[src/pfc_cfg.svh]
// Offsets, field positions, reset values and timing counts of the port flow control registers.
// Assumes inclusion by bare name from the package and the design files.
`ifndef PFC_CFG_SVH
`define PFC_CFG_SVH

`define PFC_ADDR_W 12
`define PFC_P1_OFFSET 12'h1A0
`define PFC_P2_OFFSET 12'h1A4

`define PFC_BIT_BP 6
`define PFC_BIT_DUP 5
`define PFC_BIT_RXACT 4
`define PFC_BIT_TXACT 3
`define PFC_BIT_RXEN 2
`define PFC_BIT_TXEN 1
`define PFC_BIT_MAN 0
`define PFC_RSVD_HI 31
`define PFC_RSVD_LO 7
`define PFC_RSVD_VALUE 25'h0000000

`define PFC_CTRL_RESET 4'h0
`define PFC_STAT_RESET 3'h0
`define PFC_PRDATA_RESET 32'h00000000
`define PFC_SETTLE_CYCLES 2'h3
`define PFC_SETTLE_ZERO 2'h0

`endif

[src/pfc_pkg.sv]
// Types and shared functions of the port flow control register bank.
// Assumes pfc_cfg.svh is reachable on the include path.
package pfc_pkg;
  `include "pfc_cfg.svh"

  typedef struct packed {
    logic backpressure;
    logic rx_enable;
    logic tx_enable;
    logic manual;
  } pfc_ctrl_t;

  typedef struct packed {
    logic half_duplex;
    logic rx_active;
    logic tx_active;
  } pfc_stat_t;

  typedef struct packed {
    logic half_duplex;
    logic an_enable;
    logic an_rx_pause;
    logic an_tx_pause;
  } pfc_link_t;

  typedef struct packed {
    logic backpressure;
    logic pause;
    logic select;
    logic half_duplex;
    logic an_enable;
  } pfc_strap_t;

  typedef enum logic [1:0] {
    PFC_SETTLE = 2'b00,
    PFC_LOAD = 2'b01,
    PFC_RUN = 2'b10
  } pfc_state_t;

  // Pause applies only in full duplex; manual bits win when selected or negotiation is off
  function automatic pfc_stat_t pfc_resolve(input pfc_ctrl_t c, input pfc_link_t l);
    pfc_stat_t s;
    s.half_duplex = l.half_duplex;
    if (l.half_duplex) begin
      s.rx_active = 1'b0;
      s.tx_active = 1'b0;
    end else if (c.manual || !l.an_enable) begin
      s.rx_active = c.rx_enable;
      s.tx_active = c.tx_enable;
    end else begin
      s.rx_active = l.an_rx_pause;
      s.tx_active = l.an_tx_pause;
    end
    return s;
  endfunction

  function automatic logic [31:0] pfc_pack(input pfc_ctrl_t c, input pfc_stat_t s);
    logic [31:0] w;
    w = 32'h00000000;
    w[`PFC_RSVD_HI:`PFC_RSVD_LO] = `PFC_RSVD_VALUE;
    w[`PFC_BIT_BP] = c.backpressure;
    w[`PFC_BIT_DUP] = s.half_duplex;
    w[`PFC_BIT_RXACT] = s.rx_active;
    w[`PFC_BIT_TXACT] = s.tx_active;
    w[`PFC_BIT_RXEN] = c.rx_enable;
    w[`PFC_BIT_TXEN] = c.tx_enable;
    w[`PFC_BIT_MAN] = c.manual;
    return w;
  endfunction

  function automatic pfc_ctrl_t pfc_unpack(input logic [31:0] w);
    pfc_ctrl_t c;
    c.backpressure = w[`PFC_BIT_BP];
    c.rx_enable = w[`PFC_BIT_RXEN];
    c.tx_enable = w[`PFC_BIT_TXEN];
    c.manual = w[`PFC_BIT_MAN];
    return c;
  endfunction

  function automatic pfc_ctrl_t pfc_strap_ctrl(input pfc_strap_t p);
    pfc_ctrl_t c;
    c.backpressure = p.backpressure;
    c.rx_enable = p.pause;
    c.tx_enable = p.pause;
    c.manual = p.select;
    return c;
  endfunction

  function automatic pfc_link_t pfc_strap_link(input pfc_strap_t p);
    pfc_link_t l;
    l.half_duplex = p.half_duplex;
    l.an_enable = p.an_enable;
    l.an_rx_pause = p.pause;
    l.an_tx_pause = p.pause;
    return l;
  endfunction
endpackage

[src/pfc_port.sv]
// One port's writable flow control fields and current status.
// Assumes load and wr are single-cycle pulses from the bank on the same clock.
`timescale 1ns/1ps
`include "pfc_cfg.svh"
module pfc_port
  import pfc_pkg::*;
(
  // Clock and reset
  input wire logic pclk,
  input wire logic presetn,
  // Sequencing from the bank
  input wire logic load,
  input wire logic run,
  input wire pfc_strap_t strap,
  // Software write
  input wire logic wr,
  input wire pfc_ctrl_t wfields,
  // Live port condition
  input wire pfc_link_t link,
  // State
  output pfc_ctrl_t ctrl,
  output pfc_stat_t stat
);
  pfc_ctrl_t ctrl_r;
  pfc_ctrl_t ctrl_nxt;
  pfc_stat_t stat_r;
  pfc_stat_t stat_nxt;

  // Writes touch only this bank; the advertisement in the PHY is never driven from here
  assign ctrl_nxt = load ? pfc_strap_ctrl(strap) : (wr ? wfields : ctrl_r);
  assign stat_nxt = load ? pfc_resolve(pfc_strap_ctrl(strap), pfc_strap_link(strap)) :
                    (run ? pfc_resolve(ctrl_r, link) : stat_r);

  always_ff @(posedge pclk or negedge presetn) begin
    if (!presetn) begin
      ctrl_r <= `PFC_CTRL_RESET;
      stat_r <= `PFC_STAT_RESET;
    end else begin
      ctrl_r <= ctrl_nxt;
      stat_r <= stat_nxt;
    end
  end

  assign ctrl = ctrl_r;
  assign stat = stat_r;
endmodule // pfc_port

[src/pfc_regs.sv]
// APB register bank for flow control of switch ports 1 and 2.
// Assumes strap pins are asynchronous and link status comes from logic on pclk.
`timescale 1ns/1ps
`include "pfc_cfg.svh"

module pfc_regs
  import pfc_pkg::*;
#(
  parameter int ADDR_W = `PFC_ADDR_W
) (
  // APB slave
  input wire logic pclk,
  input wire logic presetn,
  input wire logic psel,
  input wire logic penable,
  input wire logic pwrite,
  input wire logic [ADDR_W-1:0] paddr,
  input wire logic [31:0] pwdata,
  input wire logic [3:0] pstrb,
  output logic pready,
  output logic [31:0] prdata,
  output logic pslverr,
  // Port 1 straps
  input wire logic p1_backpressure_pin_default,
  input wire logic p1_pause_pin_default,
  input wire logic p1_select_pin_default,
  input wire logic p1_duplex_pin_default,
  input wire logic p1_autoneg_pin_default,
  // Port 2 straps
  input wire logic p2_backpressure_pin_default,
  input wire logic p2_pause_pin_default,
  input wire logic p2_select_pin_default,
  input wire logic p2_duplex_pin_default,
  input wire logic p2_autoneg_pin_default,
  // Live link condition
  input wire pfc_link_t p1_link,
  input wire pfc_link_t p2_link,
  // Flow control to the ports
  output logic p1_backpressure_gen,
  output logic p1_rx_pause_active,
  output logic p1_tx_pause_active,
  output logic p2_backpressure_gen,
  output logic p2_rx_pause_active,
  output logic p2_tx_pause_active
);
  pfc_state_t state_r;
  pfc_state_t state_nxt;
  logic [1:0] settle_r;
  logic [1:0] settle_nxt;
  // Ready lags run by one cycle so the read capture sees loaded fields
  logic ready_r;
  pfc_strap_t strap_meta_r [2];
  pfc_strap_t strap_sync_r [2];
  pfc_strap_t strap_pin [2];
  pfc_link_t link [2];
  pfc_ctrl_t ctrl [2];
  pfc_stat_t stat [2];
  logic [31:0] prdata_r;
  logic [31:0] prdata_nxt;
  wire hit1;
  wire hit2;
  wire hit;
  wire access;
  wire write_ok;
  wire wr1;
  wire wr2;
  wire load;
  wire run;
  wire [31:0] rd_word;
  pfc_ctrl_t wfields;

  assign strap_pin[0] = '{p1_backpressure_pin_default, p1_pause_pin_default, p1_select_pin_default,
                          p1_duplex_pin_default, p1_autoneg_pin_default};
  assign strap_pin[1] = '{p2_backpressure_pin_default, p2_pause_pin_default, p2_select_pin_default,
                          p2_duplex_pin_default, p2_autoneg_pin_default};
  assign link[0] = p1_link;
  assign link[1] = p2_link;

  // Straps are pins: two flops before anything reads them
  always_ff @(posedge pclk or negedge presetn) begin
    if (!presetn) begin
      strap_meta_r[0] <= '0;
      strap_meta_r[1] <= '0;
      strap_sync_r[0] <= '0;
      strap_sync_r[1] <= '0;
    end else begin
      strap_meta_r <= strap_pin;
      strap_sync_r <= strap_meta_r;
    end
  end

  // Straps are caught after release; the bus stalls until then
  assign settle_nxt = (state_r == PFC_SETTLE) ? settle_r + 2'h1 : settle_r;
  always_comb begin
    case (state_r)
      PFC_SETTLE: state_nxt = (settle_r == `PFC_SETTLE_CYCLES) ? PFC_LOAD : PFC_SETTLE;
      PFC_LOAD: state_nxt = PFC_RUN;
      PFC_RUN: state_nxt = PFC_RUN;
      default: state_nxt = PFC_SETTLE;
    endcase
  end

  always_ff @(posedge pclk or negedge presetn) begin
    if (!presetn) begin
      state_r <= PFC_SETTLE;
      settle_r <= `PFC_SETTLE_ZERO;
      ready_r <= 1'b0;
    end else begin
      state_r <= state_nxt;
      settle_r <= settle_nxt;
      ready_r <= run;
    end
  end

  assign load = (state_r == PFC_LOAD);
  assign run = (state_r == PFC_RUN);

  // APB decode
  assign hit1 = (paddr == ADDR_W'(`PFC_P1_OFFSET));
  assign hit2 = (paddr == ADDR_W'(`PFC_P2_OFFSET));
  assign hit = hit1 || hit2;
  assign access = psel && penable && pready;
  // Only byte lane 0 holds fields; upper lanes are reserved
  assign write_ok = access && pwrite && pstrb[0];
  assign wr1 = write_ok && hit1;
  assign wr2 = write_ok && hit2;
  assign wfields = pfc_unpack(pwdata);
  // A read stalled through reset would otherwise complete with the pre-load word
  assign pready = run && ready_r;
  assign pslverr = psel && penable && pready && !hit;

  assign rd_word = hit1 ? pfc_pack(ctrl[0], stat[0]) : (hit2 ? pfc_pack(ctrl[1], stat[1]) : 32'h00000000);
  // Keeps following the addressed word until the edge before the completing edge
  assign prdata_nxt = (psel && !pwrite && !access) ? rd_word : prdata_r;

  always_ff @(posedge pclk or negedge presetn) begin
    if (!presetn) begin
      prdata_r <= `PFC_PRDATA_RESET;
    end else begin
      prdata_r <= prdata_nxt;
    end
  end
  assign prdata = prdata_r;

  pfc_port u_port1 (
    .pclk(pclk),
    .presetn(presetn),
    .load(load),
    .run(run),
    .strap(strap_sync_r[0]),
    .wr(wr1),
    .wfields(wfields),
    .link(link[0]),
    .ctrl(ctrl[0]),
    .stat(stat[0])
  );

  pfc_port u_port2 (
    .pclk(pclk),
    .presetn(presetn),
    .load(load),
    .run(run),
    .strap(strap_sync_r[1]),
    .wr(wr2),
    .wfields(wfields),
    .link(link[1]),
    .ctrl(ctrl[1]),
    .stat(stat[1])
  );

  // Backpressure only means something in half duplex
  assign p1_backpressure_gen = ctrl[0].backpressure && stat[0].half_duplex;
  assign p2_backpressure_gen = ctrl[1].backpressure && stat[1].half_duplex;
  assign p1_rx_pause_active = stat[0].rx_active;
  assign p1_tx_pause_active = stat[0].tx_active;
  assign p2_rx_pause_active = stat[1].rx_active;
  assign p2_tx_pause_active = stat[1].tx_active;
endmodule // pfc_regs

[config.mk]
export PLATFORM = sky130hd
export DESIGN_NAME = pfc_regs
export DESIGN_NICKNAME = d
export VERILOG_FILES = /design/src/pfc_pkg.sv /design/src/pfc_port.sv /design/src/pfc_regs.sv
export VERILOG_INCLUDE_DIRS = /design/src /design/src/src
export SDC_FILE = /design/constraint.sdc
export NUM_CORES = 1
export LEC_CHECK = 0
export ABC_CLOCK_PERIOD_IN_PS = 2450
export BUFFER_PORTS_ARGS = -buffer_cell sky130_fd_sc_hd__buf_2
export CELL_PAD_IN_SITES_DETAIL_PLACEMENT = 0
export CELL_PAD_IN_SITES_GLOBAL_PLACEMENT = 1
export CORE_MARGIN = 5
export CORE_UTILIZATION = 34
export CTS_CLUSTER_DIAMETER = 40
export DETAILED_ROUTE_END_ITERATION = 12
export GPL_ROUTABILITY_DRIVEN = 0
export PLACE_DENSITY = 0.78
export SLEW_MARGIN = 20
export SYNTH_ARGS = -nofsm -noshare
export SYNTH_HDL_FRONTEND = slang
export SYNTH_HIERARCHICAL = 1
export SYNTH_SLANG_ARGS = --single-unit
[constraint.sdc]
create_clock -name pclk -period 2.45 [get_ports pclk]
set_input_delay 0.3675 -clock pclk [delete_from_list [all_inputs] [get_ports pclk]]
set_output_delay 0.3675 -clock pclk [all_outputs]
set_load 0.01 [all_outputs]
# Word level (Yosys, flattened, before mapping)
# Cells that the tools add are included.
[totals] regBits=67 output_inout_bits=40 input_bits=71 word_cells=83
[classes] add_sub_neg=1 mux=18 n_eq_ne=5 reduce_logical=25
[op_table] op="12-bit by 9-bit == test with 1-bit output (second input constant)" n=2
[op_table] op="4-bit two-way mux" n=4
[op_table] op="7-bit two-way mux" n=2
[op_table] op="1-bit logical AND" n=12
[op_table] op="2-bit two-way mux" n=6
[op_table] op="3-bit two-way mux" n=4
[op_table] op="2-bit nonzero test" n=3
[op_table] op="1-bit zero test" n=5
[op_table] op="2-bit == test (second input constant)" n=2
[op_table] op="2-bit case mux with 2 select lines" n=1
[op_table] op="1-bit logical OR" n=3
[op_table] op="2-bit by 1-bit adder with 2-bit output (second input constant)" n=1
[op_table] op="2-bit by 1-bit == test with 1-bit output (second input constant)" n=1
[op_table] op="2-bit zero test" n=1
[op_table] op="2-bit OR reduction" n=1
[op_table] op="1-bit two-way mux" n=1

# Longest topological paths before layout
[depth] word_depth=8 depth_mapped=9

# Hierarchy
# The synthesis kept the hierarchy.
[by_module_without_submodules] mod="pfc_regs" instances=1 area_each_um2=1430.1 cells_each=109 seq_area_each_um2=800.8
[by_module_without_submodules] mod="pfc_port" instances=2 area_each_um2=365.4 cells_each=37 seq_area_each_um2=175.2

# Worst setup path after synthesis
# OpenSTA, ideal clock, no wires.
[synth_timing] path_type="register -> register" from="register state_r[0]" to="register u_port1.ctrl_r (netlist bit u_port1/ctrl[2])" t_arrival_ns=1.990 stages_incl_launch_ff=10 path_slack_ns=0.337 setup_ns=0.123 cell_sequence="dfrtp_1 inv_1 ha_1 and3_4 buf_6 nand4_1 nor3_1 nor2b_1 a211oi_1 nor2_1"
[synth_via] elab_chain_cells=7 elab_cells_between_ends=9 cone_classes="2 x eq/ne; 1 x mux; 6 x reduce/logical"
[synth_rtl] item="from (decl)" line_no="pfc_regs.sv:46" source="pfc_state_t state_r;"
[synth_rtl] item="from (signal assigned)" line_no="pfc_regs.sv:109" source="state_r <= state_nxt;"
[synth_rtl] item="2-bit == test" line_no="pfc_regs.sv:116" source="assign run = (state_r == PFC_RUN);"
[synth_rtl] item="via run" line_no="pfc_regs.sv:68" source="wire run;"
[synth_rtl] item="1-bit logical AND" line_no="pfc_regs.sv:129" source="assign pready = run && ready_r;"
[synth_rtl] item="1-bit logical AND" line_no="pfc_regs.sv:122" source="assign access = psel && penable && pready;"
[synth_rtl] item="1-bit logical AND (2 in a row)" line_no="pfc_regs.sv:124" source="assign write_ok = access && pwrite && pstrb[0];"
[synth_rtl] item="1-bit logical AND" line_no="pfc_regs.sv:125" source="assign wr1 = write_ok && hit1;"
[synth_rtl] item="via wr1" line_no="pfc_regs.sv:65" source="wire wr1;"
[synth_rtl] item="2-bit nonzero test (no source line)"
[synth_rtl] item="to (signal assigned)" line_no="pfc_port.sv:36" source="ctrl_r <= `PFC_CTRL_RESET;"
[synth_rtl] item="to (signal assigned)" line_no="pfc_port.sv:39" source="ctrl_r <= ctrl_nxt;"
[synth_rtl] item="to (decl)" line_no="pfc_port.sv:24" source="pfc_ctrl_t ctrl_r;"
# The timed path passes the listed nets, and every way through them passes these cells.
# A chain may end at the register's enable or synchronous reset.

# Final worst setup path
[layout_timing] from="register state_r[0]" to="register u_port1.ctrl_r (netlist bit u_port1/ctrl[1])"
# Same word-level chain as after synthesis.

==> flow_results.xml <==
<?xml version="1.0" encoding="UTF-8"?>
<metrics>
  <group name="floorplan">
    <metric name="core_region_area" unit="µm²">5920</metric>
    <metric name="dieHeight" unit="µm">87.9</metric>
    <metric name="core.rowCount" unit="">28</metric>
    <metric name="die-width" unit="µm">87.9</metric>
    <metric name="io-pin-count" unit="">111</metric>
    <metric name="die_area" unit="µm²">7720</metric>
    <metric name="starting_density" unit="">0.348</metric>
  </group>
  <group name="setup_path">
    <metric name="crit_arrival" unit="ps">2070</metric>
    <metric name="crit_required" unit="ps">2640</metric>
    <metric name="critical_path_fanout_max" unit="">10</metric>
    <metric name="cp-start-kind" unit="">flip-flop</metric>
    <metric name="critPathCaptureType" unit="">flip-flop</metric>
    <metric name="critPathKind" unit="">flip-flop to flip-flop</metric>
  </group>
  <group name="cts">
    <metric name="cts_hold_buffers" unit="">0</metric>
    <metric name="ctsResizeCount" unit="">0</metric>
    <metric name="deepest_level_of_the_cts_h_tree" unit="">2</metric>
    <metric name="deepest_clock_path_buffer_count" unit="">2</metric>
    <metric name="clk_latency" unit="ps">300</metric>
    <metric name="worst_setup_hold_path_clk_slew" unit="ps">90</metric>
    <metric name="cts.repair_timing.setup_buffer_count" unit="">0</metric>
    <metric name="cts_num_sinks" unit="">42</metric>
    <metric name="clock_tree.root_cell" unit="">clkbuf_8</metric>
    <metric name="cts_tree" unit="">yes</metric>
    <metric name="cts_made_buffers" unit="">5</metric>
  </group>
  <group name="power_and_ir_drop">
    <metric name="power_frac_comb" unit="">0.092</metric>
    <metric name="power.share.clock" unit="">0.357</metric>
    <metric name="leakagePower" unit="nW">1.22</metric>
    <metric name="fin_total_pwr" unit="mW">1.33</metric>
    <metric name="worst_voltage_drop_across_the_vdd_grid" unit="mV">0.233</metric>
    <metric name="internal-power" unit="µW">978</metric>
    <metric name="sequentialPowerShare" unit="">0.552</metric>
    <metric name="switchingPower" unit="µW">352</metric>
    <metric name="netSwitchingFraction" unit="">0.265</metric>
    <metric name="power_density" unit="nW/µm²">554</metric>
  </group>
  <group name="global_routing">
    <metric name="grt-ovfl-total" unit="">0</metric>
    <metric name="initial_antenna_violation_count" unit="">0</metric>
    <metric name="groute.usage.overall" unit="">0.100</metric>
    <metric name="grt_first_pass_wirelength" unit="µm">5930</metric>
    <metric name="grt_pass1_vias" unit="">1240</metric>
    <metric name="grt_start_max_net_pins" unit="">43</metric>
  </group>
  <group name="hold_path">
    <metric name="hp-class" unit="">primary input to flip-flop</metric>
  </group>
  <group name="timing">
    <metric name="max-slew-margin-rel" unit="">0.394</metric>
    <metric name="finalHoldViolations" unit="">0</metric>
    <metric name="slew_viol_final" unit="">0</metric>
    <metric name="setup_viol" unit="">0</metric>
    <metric name="rsz_0062_raised_after_global_routing" unit="">false</metric>
    <metric name="achievable-frequency" unit="MHz">532</metric>
    <metric name="max_slew.worst_pin.slew" unit="ps">908</metric>
    <metric name="timing.final.crit_period" unit="ps">1880</metric>
    <metric name="tns" unit="ps">0</metric>
    <metric name="worst_clock_skew" unit="ps">9.05</metric>
    <metric name="period_share" unit="">0.767</metric>
  </group>
  <group name="layout">
    <metric name="final_net_count" unit="">310</metric>
    <metric name="area_delta_synth_final" unit="%">16.6</metric>
    <metric name="final_cell_mix" unit="">buf_2, dfrtp_1, conb_1</metric>
    <metric name="antenna_cells" unit="">0</metric>
    <metric name="final_area" unit="µm²">2400</metric>
    <metric name="final_common_cell" unit="">buf_2</metric>
    <metric name="layout-drive-gt1-share" unit="">0.323</metric>
    <metric name="stdcell_count" unit="">310</metric>
  </group>
  <group name="routing">
    <metric name="drc_violation_count_after_routing" unit="">0</metric>
    <metric name="routed_via_density" unit="">4.33</metric>
    <metric name="postRouteAntennaNets" unit="">0</metric>
    <metric name="drt-wirelength-per-cell" unit="µm">12.3</metric>
    <metric name="dr.pass1.iters" unit="">4</metric>
    <metric name="detail_route.iter0.violations" unit="">46</metric>
    <metric name="route.vias.total" unit="">1341</metric>
    <metric name="drt-total-wl" unit="µm">3830</metric>
  </group>
  <group name="placement">
    <metric name="placed_cells" unit="">302</metric>
    <metric name="io_buffer_count" unit="">52</metric>
    <metric name="detailed_place.area" unit="µm²">2310</metric>
    <metric name="dp_hpwl" unit="µm">3040</metric>
  </group>
  <group name="run_status">
    <metric name="outcome" unit="">finished, final reports clean</metric>
  </group>
  <group name="synthesis">
    <metric name="syn_inst" unit="">179</metric>
    <metric name="syn_area" unit="µm²">2060</metric>
    <metric name="mean_post_synth_cell_area" unit="µm²">11.5</metric>
    <metric name="ys.warnings.count" unit="">6</metric>
  </group>
  <group name="job">
    <metric name="maxCapViolations" unit="">0</metric>
  </group>
</metrics>
## registers in the layout (all words and copies together), names as in the netlist
| signal | count |
|---|---|
| ready_r | 1 |
| u_port2/ctrl | 4 |
| prdata | 7 |
| strap_sync_r | 8 |
| strap_meta_r | 8 |
| u_port2/stat | 3 |
| settle_r | 2 |
| u_port1/stat | 3 |
| state_r | 2 |
| u_port1/ctrl | 4 |
## layout make-up
class / instances / area, µm²
Clock buffer: 5 / 68.8
Clock inverter: 3 / 27.5
Fill cell: 593 / 3520
Inverter: 3 / 11.3
Multi-Input combinational cell: 126 / 860
Sequential cell: 42 / 1050
Tap cell: 75 / 93.8
Timing Repair Buffer: 56 / 290
## layer usage
metal | up-vias | global-route usage | wire [µm]
met5 | - | 0 | 0
met4 | 0 | 0.0335 | 46
met2 | 47 | 0.154 | 1760
li1 | 675 | - | -
met1 | 613 | 0.133 | 1660
met3 | 6 | 0.0348 | 358
## worst max-delay path, cell delays in order (launching register included)
cell and delay, ps:
dfrtp_1 410, inv_1 90, ha_1 160, and3_4 230, nand4_1 130, nor3_1 220
buf_4 190, nor2b_1 50, a211oi_1 220, nor2_1 60
## metrics by stage
step	utilization	setup WS [ps]	hold slack (ps)
after floorplan	-	337	71.9
after global placement	0.389	591	332
after detailed placement	0.389	594	335
after CTS	0.406	565	154
after global routing	0.406	310	145
final	0.406	571	164
## power by group through the flow
stage | clock, mW | combinational, mW | sequential [mW]
2_1_floorplan | 0 | 0.0938 | 0.745
3_3_place_gp | 0 | 0.122 | 0.747
3_5_place_dp | 0 | 0.124 | 0.748
4_1_cts | 0.490 | 0.124 | 0.734
5_1_grt | 0.522 | 0.138 | 0.737
6_report | 0.474 | 0.122 | 0.733
## final timing paths
check / from / to / slack [ps] / cells after the start
max reg2reg: state_r[0] / u_port1/ctrl[1] / 570 / 9
min reg2reg: strap_meta_r[9] / strap_sync_r[9] / 350 / 0
max: state_r[0] / u_port1/ctrl[1] / 570 / 9
min: p2_backpressure_pin_default / strap_meta_r[4] / 160 / 1
min in group asynchronous: presetn / prdata[6] / 190 / 1
max in group asynchronous: presetn / u_port2/ctrl[2] / 1690 / 1
Note: power is estimated with default switching activity, not from simulation.
